### src/hdl/otpbk_consts.svh
/*
 Constants for the bootstrap configuration bank: register offsets, field positions,
 reset values and decode figures. Assumes inclusion once per compilation unit.
*/
`ifndef OTPBK_CONSTS_SVH
`define OTPBK_CONSTS_SVH

// ----------------------------------------------------------------------------
// register offsets
// ----------------------------------------------------------------------------
`define OTPBK_ADDR_SERIAL_ONE 16'h7806
`define OTPBK_ADDR_SERIAL_ZERO 16'h7807
`define OTPBK_ADDR_CUST_TAG 16'h7810
`define OTPBK_ADDR_BUCK12 16'h7811
`define OTPBK_ADDR_STATUS 16'h7820

// ----------------------------------------------------------------------------
// field positions and reset values
// ----------------------------------------------------------------------------
`define OTPBK_BURN_BIT 15
`define OTPBK_TAG_HI 14
`define OTPBK_TAG_LO 1
`define OTPBK_LOCK_BIT 0
`define OTPBK_B2_SLOT_HI 15
`define OTPBK_B2_SLOT_LO 13
`define OTPBK_B2_VSEL_HI 12
`define OTPBK_B2_VSEL_LO 8
`define OTPBK_B1_SLOT_HI 7
`define OTPBK_B1_SLOT_LO 5
`define OTPBK_B1_VSEL_HI 4
`define OTPBK_B1_VSEL_LO 0
`define OTPBK_RESET_WORD 16'h0000

// ----------------------------------------------------------------------------
// voltage code limits
// ----------------------------------------------------------------------------
`define OTPBK_CODE_MIN 7'h08
`define OTPBK_CODE_MAX 7'h68
`define OTPBK_CODE_FAST_MAX 7'h48

`endif

### src/hdl/otpbk_pkg.sv
/*
 Types for the bootstrap configuration bank.
 Assumes the constants header is compiled alongside.
*/
package otpbk_pkg;

    // start source decoded from a 3-bit slot field
    typedef enum logic [1:0] {
        OTPBK_SRC_NEVER = 2'b00,
        OTPBK_SRC_SLOT = 2'b01,
        OTPBK_SRC_HW1 = 2'b10,
        OTPBK_SRC_HW2 = 2'b11
    } otpbk_src_type;

    // burn sequencer states
    typedef enum logic [1:0] {
        OTPBK_ST_IDLE = 2'b00,
        OTPBK_ST_BURN = 2'b01,
        OTPBK_ST_DONE = 2'b10
    } otpbk_state_type;

endpackage : otpbk_pkg

### src/hdl/otpbk_bank.sv
/*
 Bootstrap configuration bank: serial words, customer tag with burn-on-load and
 final-lock, and buck 1/2 start-up fields with decoded start source and voltage code.
 Assumes a single 10 MHz clock, synchronous reset, and a register port with read data
 one cycle after the read strobe. Load, ON-request and fast-mode inputs are same-domain.
*/
// Implementation choice: the address-and-strobe port.
// Functional notes
// - burn loaded emulation content when burn-on-load set in a dev-mode load
// - ON request checks non-zero customer tag bits 14:1
// - lock in array and copy rejects writes
// - decode buck2 slot: never, slots, hw1, hw2
// - decode buck1 slot with same encoding
// - buck2 code clamps below 08h, above 68h
// - buck2 stored field gives upper five bits
// - buck1 code clamps, 08h lowest step
// - buck1 stored field gives upper five bits
// - fast switching caps code at 48h
`include "otpbk_consts.svh"

module otpbk_bank
    import otpbk_pkg::*;
(
    // clock and reset
    input wire logic clk_in,
    input wire logic rst_in,
    // register port
    input wire logic [15:0] addr_in,
    input wire logic [15:0] wdata_in,
    input wire logic wr_in,
    input wire logic rd_in,
    output logic [15:0] rdata_out,
    // bootstrap load
    input wire logic load_in,
    input wire logic load_dev_mode_in,
    input wire logic [15:0] load_serial_one_in,
    input wire logic [15:0] load_serial_zero_in,
    input wire logic [15:0] load_tag_in,
    input wire logic [15:0] load_buck_in,
    input wire logic array_lock_in,
    // otp programming
    output logic prog_req_out,
    output logic [15:0] prog_addr_out,
    output logic [15:0] prog_data_out,
    input wire logic prog_ack_in,
    // power-up control
    input wire logic on_req_in,
    input wire logic buck1_fast_in,
    input wire logic buck2_fast_in,
    output logic on_grant_out,
    output logic on_reject_out,
    output logic [1:0] buck1_src_out,
    output logic [2:0] buck1_slot_out,
    output logic [6:0] buck1_code_out,
    output logic [1:0] buck2_src_out,
    output logic [2:0] buck2_slot_out,
    output logic [6:0] buck2_code_out
);

    // ------------------------------------------------------------------------
    // state
    // ------------------------------------------------------------------------
    typedef struct packed {
        logic [15:0] ser1;
        logic [15:0] ser0;
        logic [15:0] tag;
        logic [15:0] buck;
        logic lock_arr;
        logic wr_rejected;
        otpbk_state_type st;
        logic [1:0] burn_idx;
        logic [15:0] rdata;
        logic prog_req;
        logic [15:0] prog_addr;
        logic [15:0] prog_data;
        logic grant;
        logic reject;
        logic [1:0] b1_src;
        logic [2:0] b1_slot;
        logic [6:0] b1_code;
        logic [1:0] b2_src;
        logic [2:0] b2_slot;
        logic [6:0] b2_code;
    } otpbk_regs_type;

    otpbk_regs_type s_r;
    otpbk_regs_type s_nxt;

    // slot field to start source; slot number is only meaningful for SRC_SLOT
    function automatic otpbk_src_type slot_src(input logic [2:0] f);
        otpbk_src_type r;
        case (f)
            3'h0: r = OTPBK_SRC_NEVER;
            3'h6: r = OTPBK_SRC_HW1;
            3'h7: r = OTPBK_SRC_HW2;
            default: r = OTPBK_SRC_SLOT;
        endcase
        return r;
    endfunction : slot_src

    // 5-bit field to 7-bit code, low bits zero, clamped to range and fast limit
    function automatic logic [6:0] volt_code(input logic [4:0] f, input logic fast);
        logic [6:0] c;
        c = {f, 2'b00};
        if (c <= `OTPBK_CODE_MIN) begin
            c = `OTPBK_CODE_MIN;
        end else if (c >= `OTPBK_CODE_MAX) begin
            c = `OTPBK_CODE_MAX;
        end
        if (fast && c > `OTPBK_CODE_FAST_MAX) begin
            c = `OTPBK_CODE_FAST_MAX;
        end
        return c;
    endfunction : volt_code

    // word of the content being burnt, by index
    function automatic logic [15:0] burn_word(input otpbk_regs_type s, input logic [1:0] i);
        logic [15:0] w;
        case (i)
            2'h0: w = s.ser1;
            2'h1: w = s.ser0;
            2'h2: w = s.tag;
            default: w = s.buck;
        endcase
        return w;
    endfunction : burn_word

    function automatic logic [15:0] burn_addr(input logic [1:0] i);
        logic [15:0] a;
        case (i)
            2'h0: a = `OTPBK_ADDR_SERIAL_ONE;
            2'h1: a = `OTPBK_ADDR_SERIAL_ZERO;
            2'h2: a = `OTPBK_ADDR_CUST_TAG;
            default: a = `OTPBK_ADDR_BUCK12;
        endcase
        return a;
    endfunction : burn_addr

    // lock counts only when set both in the array and in the working copy
    logic locked;
    assign locked = s_r.lock_arr && s_r.tag[`OTPBK_LOCK_BIT];

    // ------------------------------------------------------------------------
    // next state
    // ------------------------------------------------------------------------
    always_comb begin
        s_nxt = s_r;
        s_nxt.grant = 1'b0;
        s_nxt.reject = 1'b0;
        // register writes; serial words are read only
        if (wr_in) begin
            case (addr_in)
                `OTPBK_ADDR_CUST_TAG: s_nxt.tag = wdata_in;
                `OTPBK_ADDR_BUCK12: s_nxt.buck = wdata_in;
                `OTPBK_ADDR_STATUS: s_nxt.wr_rejected = 1'b0;
                default: s_nxt.buck = s_r.buck;
            endcase
        end
        // bootstrap load overrides a same-cycle software write
        if (load_in) begin
            s_nxt.ser1 = load_serial_one_in;
            s_nxt.ser0 = load_serial_zero_in;
            s_nxt.tag = load_tag_in;
            s_nxt.buck = load_buck_in;
            s_nxt.lock_arr = array_lock_in;
        end
        // burn sequencer walks the four words through the programming port
        case (s_r.st)
            OTPBK_ST_IDLE: begin
                if (load_in && load_dev_mode_in && load_tag_in[`OTPBK_BURN_BIT]) begin
                    if (locked) begin
                        s_nxt.wr_rejected = 1'b1;
                    end else begin
                        s_nxt.st = OTPBK_ST_BURN;
                        s_nxt.burn_idx = 2'h0;
                    end
                end
            end
            OTPBK_ST_BURN: begin
                s_nxt.prog_req = 1'b1;
                s_nxt.prog_addr = burn_addr(s_r.burn_idx);
                s_nxt.prog_data = burn_word(s_r, s_r.burn_idx);
                if (s_r.prog_req && prog_ack_in) begin
                    s_nxt.prog_req = 1'b0;
                    if (s_r.burn_idx == 2'h3) begin
                        s_nxt.st = OTPBK_ST_DONE;
                    end else begin
                        s_nxt.burn_idx = s_r.burn_idx + 2'h1;
                    end
                end
            end
            OTPBK_ST_DONE: begin
                s_nxt.prog_req = 1'b0;
                s_nxt.st = OTPBK_ST_IDLE;
            end
            default: s_nxt.st = OTPBK_ST_IDLE;
        endcase
        // ON request: non-zero tag bits 14:1 confirm the data
        if (on_req_in) begin
            if (s_r.tag[`OTPBK_TAG_HI:`OTPBK_TAG_LO] != 14'h0000) begin
                s_nxt.grant = 1'b1;
            end else begin
                s_nxt.reject = 1'b1;
            end
        end
        // start-up decode, continuously from the working copy
        s_nxt.b2_slot = s_r.buck[`OTPBK_B2_SLOT_HI:`OTPBK_B2_SLOT_LO];
        s_nxt.b2_src = slot_src(s_nxt.b2_slot);
        s_nxt.b1_slot = s_r.buck[`OTPBK_B1_SLOT_HI:`OTPBK_B1_SLOT_LO];
        s_nxt.b1_src = slot_src(s_nxt.b1_slot);
        s_nxt.b2_code = volt_code(s_r.buck[`OTPBK_B2_VSEL_HI:`OTPBK_B2_VSEL_LO],
            buck2_fast_in);
        s_nxt.b1_code = volt_code(s_r.buck[`OTPBK_B1_VSEL_HI:`OTPBK_B1_VSEL_LO],
            buck1_fast_in);
        // read data stands only in the cycle after the strobe
        s_nxt.rdata = 16'h0000;
        if (rd_in) begin
            case (addr_in)
                `OTPBK_ADDR_SERIAL_ONE: s_nxt.rdata = s_r.ser1;
                `OTPBK_ADDR_SERIAL_ZERO: s_nxt.rdata = s_r.ser0;
                `OTPBK_ADDR_CUST_TAG: s_nxt.rdata = s_r.tag;
                `OTPBK_ADDR_BUCK12: s_nxt.rdata = s_r.buck;
                `OTPBK_ADDR_STATUS: s_nxt.rdata = {12'h000, s_r.wr_rejected,
                    s_r.st == OTPBK_ST_BURN, s_r.lock_arr, locked};
                default: s_nxt.rdata = 16'h0000;
            endcase
        end
    end

    // ------------------------------------------------------------------------
    // registers
    // ------------------------------------------------------------------------
    always_ff @(posedge clk_in) begin
        if (rst_in) begin
            s_r <= '0;
        end else begin
            s_r <= s_nxt;
        end
    end

    // outputs straight from flip-flops
    assign rdata_out = s_r.rdata;
    assign prog_req_out = s_r.prog_req;
    assign prog_addr_out = s_r.prog_addr;
    assign prog_data_out = s_r.prog_data;
    assign on_grant_out = s_r.grant;
    assign on_reject_out = s_r.reject;
    assign buck1_src_out = s_r.b1_src;
    assign buck1_slot_out = s_r.b1_slot;
    assign buck1_code_out = s_r.b1_code;
    assign buck2_src_out = s_r.b2_src;
    assign buck2_slot_out = s_r.b2_slot;
    assign buck2_code_out = s_r.b2_code;
endmodule : otpbk_bank

### config.mk
export PLATFORM = sky130hd
export DESIGN_NAME = otpbk_bank
export DESIGN_NICKNAME = d
export VERILOG_FILES = /design/src/hdl/otpbk_pkg.sv /design/src/hdl/otpbk_bank.sv
export VERILOG_INCLUDE_DIRS = /design/src /design/src/hdl
export SDC_FILE = /design/constraint.sdc
export NUM_CORES = 1
export LEC_CHECK = 0
export BUFFER_PORTS_ARGS = -buffer_cell sky130_fd_sc_hd__clkbuf_2
export CAP_MARGIN = 30
export CORE_MARGIN = 8
export CORE_UTILIZATION = 47
export DETAILED_ROUTE_END_ITERATION = 12
export PLACE_DENSITY = 0.74
export SLEW_MARGIN = 20
export SYNTH_ARGS = -nofsm -noshare
export SYNTH_HDL_FRONTEND = slang
export SYNTH_SLANG_ARGS = --single-unit
### constraint.sdc
create_clock -name clk_in -period 3.3 [get_ports clk_in]
set_clock_uncertainty 0.2 [all_clocks]
set_input_delay 0.66 -clock clk_in [delete_from_list [all_inputs] [get_ports clk_in]]
set_output_delay 0.66 -clock clk_in [all_outputs]
set_load 0.01 [all_outputs]
; Yosys cells after proc, flatten, opt, wreduce, memory -nomap -nowiden
; Cells that the tools add are included.
[word_totals]
elab_cells = 104
register_bits = 145
[classes]
n_eq_ne = 19
mux = 30
addsub = 1
order_cmp = 6
bitwise_logic = 2
n_reduce_logical = 24
[op_table]
columns = cell, count
row1 = "equality test 16 x 15 -> 1 bit, second input constant", 5
row2 = case mux 16 bit (5 select lines), 1
row3 = case mux 16 bit (3 select lines), 1
row4 = two-way mux 7 bit, 6
row5 = two-way mux 33 bit, 1
row6 = two-way mux 16 bit, 2
row7 = two-way mux 32 bit, 1
row8 = case mux 5 bit (3 select lines), 1
row9 = "greater-or-equal comparator 7 bit, second input constant", 2
row10 = "greater-than comparator 7 bit, second input constant", 2
row11 = "less-or-equal comparator 7 x 4 -> 1 bit, second input constant", 2
row12 = nonzero test 14 bit, 1
row13 = "equality test 3 bit, second input constant", 4
row14 = case mux 2 bit (3 select lines), 2
row15 = "inequality test 2 bit, second input constant", 5
row16 = nonzero test 2 bit, 5
row17 = two-way mux 4 bit, 2
row18 = case mux 2 bit (2 select lines), 2
row19 = OR reduction 2 bit, 4
row20 = two-way mux 1 bit, 7
row21 = "equality test 2 bit, second input constant", 3
row22 = logical AND 1 bit, 6
row23 = zero test 3 bit, 2
row24 = two-way mux 5 bit, 1
row25 = other kinds (9), 14

; Logic depth before layout (Yosys ltp)
; Gate-level depths: netlist of the first run.
[depth]
depth_word = 6
depth_mapped = 8
mapped_depth_nobuf = 6

; Least setup slack after synthesis of the first run
; OpenSTA, ideal clock, no wires.
[synth_timing]
kind = input -> register
from = in addr_in[9]
to = reg s_r[103] (netlist bit)
arrival_ns = 2.380
path_stages = 7
t_required_ns = 2.958
setup_slack_ns = 0.578
path_cell_list = or4b_1 > buf_6 > or4_4 > buf_6 > buf_6 > o31ai_2 > a221oi_1
[synth_via]
elab_chain_cells = 3
[synth_lines]
columns = element, line_no
row1 = "start, declared", otpbk_bank.sv:28  ; input wire logic [15:0] addr_in,
row2 = equality test 16 x 15 -> 1 bit, otpbk_bank.sv:152  ; case (addr_in)
row3 = nonzero test 2 bit (no source line), --
row4 = AND reduction 2 bit (no source line), --
row5 = "end signal, assigned", otpbk_bank.sv:237  ; s_r <= s_nxt;
row6 = "end, declared", otpbk_bank.sv:86  ; otpbk_regs_type s_r;
; Every way passes these cells.
; A chain may end at the register's enable or synchronous reset.

; Worst setup path after layout of the first run
[layout_timing]
from = in addr_in[9]
to = reg s_r[102] (netlist bit)
; The elaborated chain is that of the path after synthesis.

==> impl_metrics.ini, run 1 <==
[sta]
setup_viol_count_final = 0
relative_slew_margins = 0.461
actual_transition_at_the_worst_max_transition_pin_ns = 0.808
shortest_clock_period_the_worst_path_allows_after_layout_ns = 2.55
rsz_0062_raised_after_global_routing = no
achievable-frequency_mhz = 392
min_period_over_period = 0.773
final-hold-violation-count = 0
setup_tns_ns = 0
report.final.slew_viol_count = 0

[cells_and_area]
post-route-cell-area_um2 = 7600
final_core_util = 0.552
area_growth_syn_to_layout_pct = 15.5
drive_gt1_frac = 0.279
multi_input_comb_area_um2 = 3060
n_fill_cell = 1301
nets = 933
layout.area.seq_um2 = 2580

[global_routing]
initial_antenna_violation_count = 1
gr-total-overflow = 0
grt_use_total = 0.213
grt_pass1_vias = 5602
grt_first_pass_wirelength_um = 30600
grt_max_degree = 93

[setup_path]
setup.worst_path.end_class = flip-flop
element_type_at_the_critical_path_start = input port
path_class = in -> reg
cp_data_required_time_ns = 3.38
timing.critical_path.arrival_ns = 2.63
path_max_fanout = 16

[routing]
drt_drc_violations_left = 0
wl_um = 19300
final_antenna_net_count = 0
detailroute.via_count = 5835
detail_route.first_pass.iterations = 6
route.detailed.vias_per_inst = 5.76
initialDrtViolationCount = 677
drt-wirelength-per-cell_um = 19.1

[power_and_ir_drop]
power_density_nw_per_um2 = 507
leakagePower_nw = 3.22
worst_ir_drop_vdd_v = 0.000349

[synthesis]
synth_async_sr_flop_share = 0
synth_top_cell_area_share = 0.393
syn_inst_count = 743
netlist_top_cells_area = sky130_fd_sc_hd__dfxtp_1 (39%), sky130_fd_sc_hd__buf_4 (8.2%), sky130_fd_sc_hd__mux2i_1 (7.9%)
ys_seq_area_frac = 0.393
ys_dominant_reg_cell = sky130_fd_sc_hd__dfxtp_1
synth_top_area_cell = sky130_fd_sc_hd__dfxtp_1
yosys.cell_types.count = 52
synth-edff-count = 0
post_synth.cell_area_avg_um2 = 8.85
post_synth_instance_area_um2 = 6580
synth-seq-cells = 129
synthesis.yosys.warnings = 0

[cts]
holdBufCountCts = 0
cts_htree_levels = 4
root_buffer = sky130_fd_sc_hd__clkbuf_16
cts_inserted_buffers = 17
cts.sink_count = 129
clock_insertion_delay_worst_skew_ns = 0.43
cts_buffer_depth = 2
cts_tree = yes
cts.repair.resized = 0
cts.repair_timing.setup_buffer_count = 0
clkTransAtPathRegs_ns = 0.06

[place]
place.port_buffers = 169
postPlaceCellArea_um2 = 7030
place_hpwl_um = 13600
gp_congestion = 0.905

[die]
io_pins = 182
starting_density_of_the_core = 0.478
floorplan.die_area_um2 = 18000
die_x_um = 134
design.core.area_um2 = 13800
die_height_um = 134
placement_rows = 43

[run_status]
outcome = complete, no violations

[hold_path]
worst_min_path_class = in -> reg

[run]
max_cap_viol_count = 0
[power breakdown]
group          internal [mW]  total, mW  switching, mW
combinational          0.158      0.349          0.191
clock                   1.06       1.80          0.738
sequential              1.63       1.71         0.0794
[metal layers]
metal | up-vias | share of wire | routed length (um) | GRT usage
met5 | - | 0 | 0 | 0
met4 | 0 | 0.021 | 399 | 0.0855
met3 | 34 | 0.11 | 2080 | 0.0703
met2 | 350 | 0.42 | 8180 | 0.306
met1 | 2663 | 0.45 | 8650 | 0.287
li1 | 2788 | - | - | -
[critical path: stages]
cell	delay, ns
sky130_fd_sc_hd__clkbuf_2	0.07
sky130_fd_sc_hd__or4b_1	0.77
sky130_fd_sc_hd__or4_4	0.75
sky130_fd_sc_hd__o31ai_1	0.26
sky130_fd_sc_hd__a221oi_1	0.11
[final cells by class]
| class | count | share of cell area |
|---|---|---|
| Inverter | 39 | 0.0193 |
| Sequential cell | 129 | 0.340 |
| Timing Repair Buffer | 186 | 0.134 |
| Clock buffer | 18 | 0.0578 |
| Multi-Input combinational cell | 446 | 0.402 |
| Antenna cell | 1 | 0.000329 |
| Clock inverter | 14 | 0.0171 |
| Tap cell | 180 | 0.0296 |
[Yosys cell counts (8+ instances only)]
library cell / count
sky130_fd_sc_hd__a221oi_1: 32
sky130_fd_sc_hd__nor2_1: 75
sky130_fd_sc_hd__dfxtp_1: 129
sky130_fd_sc_hd__inv_1: 39
sky130_fd_sc_hd__nand3_1: 31
sky130_fd_sc_hd__nand2_1: 26
sky130_fd_sc_hd__o31ai_2: 10
sky130_fd_sc_hd__buf_4: 72
sky130_fd_sc_hd__a41oi_1: 16
sky130_fd_sc_hd__a31oi_1: 34
sky130_fd_sc_hd__a22oi_1: 15
sky130_fd_sc_hd__clkbuf_1: 52
sky130_fd_sc_hd__o21ai_0: 18
sky130_fd_sc_hd__a222oi_1: 16
sky130_fd_sc_hd__mux2i_1: 52
sky130_fd_sc_hd__o31ai_1: 8
sky130_fd_sc_hd__o21ai_1: 17
sky130_fd_sc_hd__nor2b_1: 11
[worst paths after layout]
kind               startpoint                to  slack, ns  cells after the start
max                addr_in[9]          s_r[102]       0.75                      5
max reg2reg           s_r[75]  prog_data_out[8]       1.02                      6
min reg2reg  prog_addr_out[4]  prog_addr_out[4]       0.29                      2
min          load_buck_in[13]          s_nxt[7]       0.27                      3
[cell usage in the layout (no fill, tap or decap), types with 4 or more instances in the layout]
cell                         instances
sky130_fd_sc_hd__a41oi_1            16
sky130_fd_sc_hd__a22oi_1            15
sky130_fd_sc_hd__nand2_1            26
sky130_fd_sc_hd__dfxtp_1           129
sky130_fd_sc_hd__nand3_1            31
sky130_fd_sc_hd__clkbuf_2          167
sky130_fd_sc_hd__ha_1                7
sky130_fd_sc_hd__nor2_1             75
sky130_fd_sc_hd__a211oi_1            4
sky130_fd_sc_hd__o31ai_2            10
sky130_fd_sc_hd__a31oi_1            34
sky130_fd_sc_hd__o21ai_0            18
sky130_fd_sc_hd__and2_1              7
sky130_fd_sc_hd__o31ai_1             8
sky130_fd_sc_hd__a21oi_1             5
sky130_fd_sc_hd__a221oi_1           32
sky130_fd_sc_hd__inv_1              39
sky130_fd_sc_hd__buf_4              16
sky130_fd_sc_hd__clkbuf_16          17
sky130_fd_sc_hd__conb_1             12
sky130_fd_sc_hd__clkinvlp_4          5
sky130_fd_sc_hd__nand4_1             4
sky130_fd_sc_hd__nor3_1              5
sky130_fd_sc_hd__nor2b_1            11
sky130_fd_sc_hd__mux2i_1            52
sky130_fd_sc_hd__a222oi_1           16
sky130_fd_sc_hd__o21ai_1            17
sky130_fd_sc_hd__or4b_1              4
sky130_fd_sc_hd__inv_6               5
[registers in the layout, indices dropped and copies added, names as in the netlist]
signal	cells
buck2_src_out	2
buck1_src_out	2
s_r	64
buck1_code_out	5
prog_data_out	16
buck2_code_out	5
on_reject_out	1
buck1_slot_out	3
prog_req_out	1
buck2_slot_out	3
s_nxt	6
on_grant_out	1
rdata_out	16
prog_addr_out	4
[per-stage QoR]
| step | instances | hold WS, ns | setup slack (ns) | total power, mW |
|---|---|---|---|---|
| 2_1_floorplan | 754 | 0.238 | 0.578 | 1.95 |
| 3_3_place_gp | 980 | 0.272 | 0.364 | 2.07 |
| 3_5_place_dp | 980 | 0.264 | 0.317 | 2.08 |
| 4_1_cts | 1012 | 0.264 | 0.754 | 3.86 |
| 5_1_grt | 1013 | 0.271 | 0.681 | 3.97 |
| 6_report | 1013 | 0.271 | 0.749 | 3.86 |
[logic make-up after synthesis]
| logic type | after synthesis | synth area share |
|---|---|---|
| DFF | 129 | 0.393 |
| muxes | 52 | 0.0791 |
| adders and majority gates | 9 | 0.0164 |
| other | 1 | 0.000570 |
| xor gates and xnor gates | 2 | 0.00266 |
| AOI/OAI and AO/OA | 188 | 0.219 |
| and+or+nand+nor | 183 | 0.141 |
| buffers and inverters | 179 | 0.149 |
Power figures use the tool's default switching activity.
==> run 2, diff against run 1 <==
--- a/config.mk
+++ b/config.mk
@@ -6,12 +6,13 @@
 export SDC_FILE = /design/constraint.sdc
 export NUM_CORES = 1
 export LEC_CHECK = 0
+export ABC_AREA = 1
 export BUFFER_PORTS_ARGS = -buffer_cell sky130_fd_sc_hd__clkbuf_2
 export CAP_MARGIN = 30
 export CORE_MARGIN = 8
 export CORE_UTILIZATION = 47
 export DETAILED_ROUTE_END_ITERATION = 12
-export PLACE_DENSITY = 0.74
+export PLACE_DENSITY = 0.77
 export SLEW_MARGIN = 20
 export SYNTH_ARGS = -nofsm -noshare
 export SYNTH_HDL_FRONTEND = slang
==> constraint.sdc (replaced) <==
create_clock -name clk_in -period 2.2 [get_ports clk_in]
set_clock_uncertainty 0.2 [all_clocks]
set_input_delay 0.44 -clock clk_in [delete_from_list [all_inputs] [get_ports clk_in]]
set_output_delay 0.44 -clock clk_in [all_outputs]
set_load 0.01 [all_outputs]
==> run 2 against run 1 <==
Routed wire length rose by 6.8%. Clock-buffer cell count up 6. Critical path depth is 2 higher. Critical endpoint is now s_r[75]. Core utilization up 1.5 points. Total power is 74% higher. Setup slack worse by 0.44 ns. Cell area is 3.5% higher. Sequential power rose by 54%. Global-route usage up 1.0 points. Cell count grew 26%. Combinational power rose to 2.9 times the previous value. Clock power grew 70%.
==> impl_metrics.ini, run 2 <==
[routing]
wl_um = 20600
drt_drc_violations_left = 0
drt-wirelength-per-cell_um = 16.2
initialDrtViolationCount = 642
detail_route.first_pass.iterations = 6
detailroute.via_count = 6639
route.detailed.vias_per_inst = 5.20
final_antenna_net_count = 0

[die]
design.core.area_um2 = 13900
floorplan.die_area_um2 = 18300
die_height_um = 135
starting_density_of_the_core = 0.483
io_pins = 182
placement_rows = 43
die_x_um = 135

[synthesis]
synth-seq-cells = 129
post_synth.cell_area_avg_um2 = 6.82
ys_dominant_reg_cell = sky130_fd_sc_hd__dfxtp_1
syn_inst_count = 982
synth-edff-count = 0
netlist_top_cells_area = sky130_fd_sc_hd__dfxtp_1 (39%), sky130_fd_sc_hd__nand2_1 (15%), sky130_fd_sc_hd__buf_4 (8.4%)
yosys.cell_types.count = 35
synth_top_area_cell = sky130_fd_sc_hd__dfxtp_1
post-synth-top-count-cell = sky130_fd_sc_hd__nand2_1
synth_common_cells = sky130_fd_sc_hd__nand2_1 (261), sky130_fd_sc_hd__nor2_1 (146), sky130_fd_sc_hd__dfxtp_1 (129)
ys_seq_area_frac = 0.385
synth_top_cell_area_share = 0.385
synth_async_sr_flop_share = 0
post_synth_instance_area_um2 = 6700
synthesis.yosys.warnings = 0

[setup_path]
path_class = reg -> reg
setup.worst_path.end_class = flip-flop
timing.critical_path.arrival_ns = 2.04
ff2ff_path_depth = 7
element_type_at_the_critical_path_start = flip-flop
path_max_fanout = 7
reg2reg_to = s_r[75]
cp-endpoint = s_r[75]
rr_startpoint = s_r[78]
startpoint = s_r[78]
cp_data_required_time_ns = 2.35
reg2reg_setup_slack_ns = 0.31

[global_routing]
grt_first_pass_wirelength_um = 32300
grt_pass1_vias = 6318
grt_max_degree = 58
grt_use_total = 0.223
gr-total-overflow = 0
initial_antenna_violation_count = 0

[cts]
cts_buffer_depth = 2
cts.repair.resized = 0
clock_insertion_delay_worst_skew_ns = 0.42
cts.repair_timing.setup_buffer_count = 0
clkTransAtPathRegs_ns = 0.06
cts_htree_levels = 4
cts_tree = yes
cts.sink_count = 129
holdBufCountCts = 0
root_buffer = sky130_fd_sc_hd__clkbuf_16
cts_inserted_buffers = 17

[cells_and_area]
drive_gt1_frac = 0.237
area_growth_syn_to_layout_pct = 17.4
final_core_util = 0.567
inserted_diodes = 0
number_of_flip_flops_under_the_largest_register_name = 64
post-route-cell-area_um2 = 7860
top_register = s_r
most_common_cell_after_layout_fill_and_taps_aside = sky130_fd_sc_hd__nand2_1
nets = 1197
most-common-layout-cells = sky130_fd_sc_hd__nand2_1 (261), sky130_fd_sc_hd__clkbuf_2 (169), sky130_fd_sc_hd__nor2_1 (146)

[sta]
shortest_clock_period_the_worst_path_allows_after_layout_ns = 1.89
min_period_over_period = 0.860
final-hold-violation-count = 0
achievable-frequency_mhz = 529
relative_slew_margins = 0.521
rsz_0062_raised_after_global_routing = no
actual_transition_at_the_worst_max_transition_pin_ns = 0.718
final_critical_path_setup_slack_ns = 0.309
setup_tns_ns = 0
report.final.slew_viol_count = 0
setup_viol_count_final = 0

[run_status]
outcome = complete, no violations

[hold_path]
worst_min_path_class = in -> reg

[place]
place_hpwl_um = 15900
post-place-ws_ns = 0.100
place.port_buffers = 169
gp_congestion = 0.939
postPlaceCellArea_um2 = 7210

[power_and_ir_drop]
power_density_nw_per_um2 = 853
leakagePower_nw = 3.82
worst_ir_drop_vdd_v = 0.000677

[run]
max_cap_viol_count = 0
[run 2: cell type report]
cell class,count,area (um^2)
Tap cell,180,225
Timing Repair Buffer,191,1050
Multi-Input combinational cell,683,3130
Clock inverter,8,149
Fill cell,1391,6020
Inverter,61,229
Clock buffer,24,502
Sequential cell,129,2580
[run 2: cell families (layout without fill, tap and decap cells)]
family | after synthesis | count (layout) | synth area share
other | 1 | 12 | 0.000560
AO/OA/AOI/OAI | 116 | 116 | 0.0971
flip-flops | 129 | 129 | 0.385
adder cells (fa/ha/maj) | 7 | 7 | 0.0131
buffers and inverters | 181 | 284 | 0.154
AND/OR/NAND/NOR | 548 | 548 | 0.350
[run 2: through the flow]
step	std cells	hold WS [ns]	total power, mW
floorplan	993	0.240	3.35
detailed placement	1244	0.268	3.68
CTS	1276	0.0412	6.71
finish	1276	0.0445	6.71
global route	1276	0.0535	6.96
global placement	1244	0.256	3.66
[run 2: power breakdown]
| part | total (mW) | internal (mW) | switching [mW] |
|---|---|---|---|
| sequential | 2.63 | 2.49 | 0.144 |
| combinational | 1.02 | 0.365 | 0.650 |
| clock | 3.06 | 2.05 | 1.01 |
[run 2: layer usage]
metal,wire length (um),GRT usage
met1,8570,0.277
met2,9760,0.369
met3,1830,0.0571
met4,457,0.0746
met5,0,0
[run 2: how the worst min path moves through the flow]
stage	startpoint	end	slack, ns	depth (start not counted)
finish	load_serial_zero_in[1]	s_r[114]	0.04	3
global route	load_serial_one_in[1]	s_r[130]	0.05	3
CTS	load_serial_zero_in[1]	s_r[114]	0.04	3
detailed placement	s_nxt[21]	buck1_src_out[1]	0.27	2
global placement	s_r[79]	s_r[79]	0.26	2
floorplan	s_nxt[21]	buck1_src_out[1]	0.24	2
[run 2: worst max-delay path, stage by stage (launching register included)]
cell	delay [ns]
sky130_fd_sc_hd__dfxtp_1	0.35
sky130_fd_sc_hd__inv_1	0.07
sky130_fd_sc_hd__ha_1	0.28
sky130_fd_sc_hd__nand2_1	0.19
sky130_fd_sc_hd__o21ai_0	0.11
sky130_fd_sc_hd__nor3_1	0.37
sky130_fd_sc_hd__o21ai_0	0.13
sky130_fd_sc_hd__a21oi_1	0.13
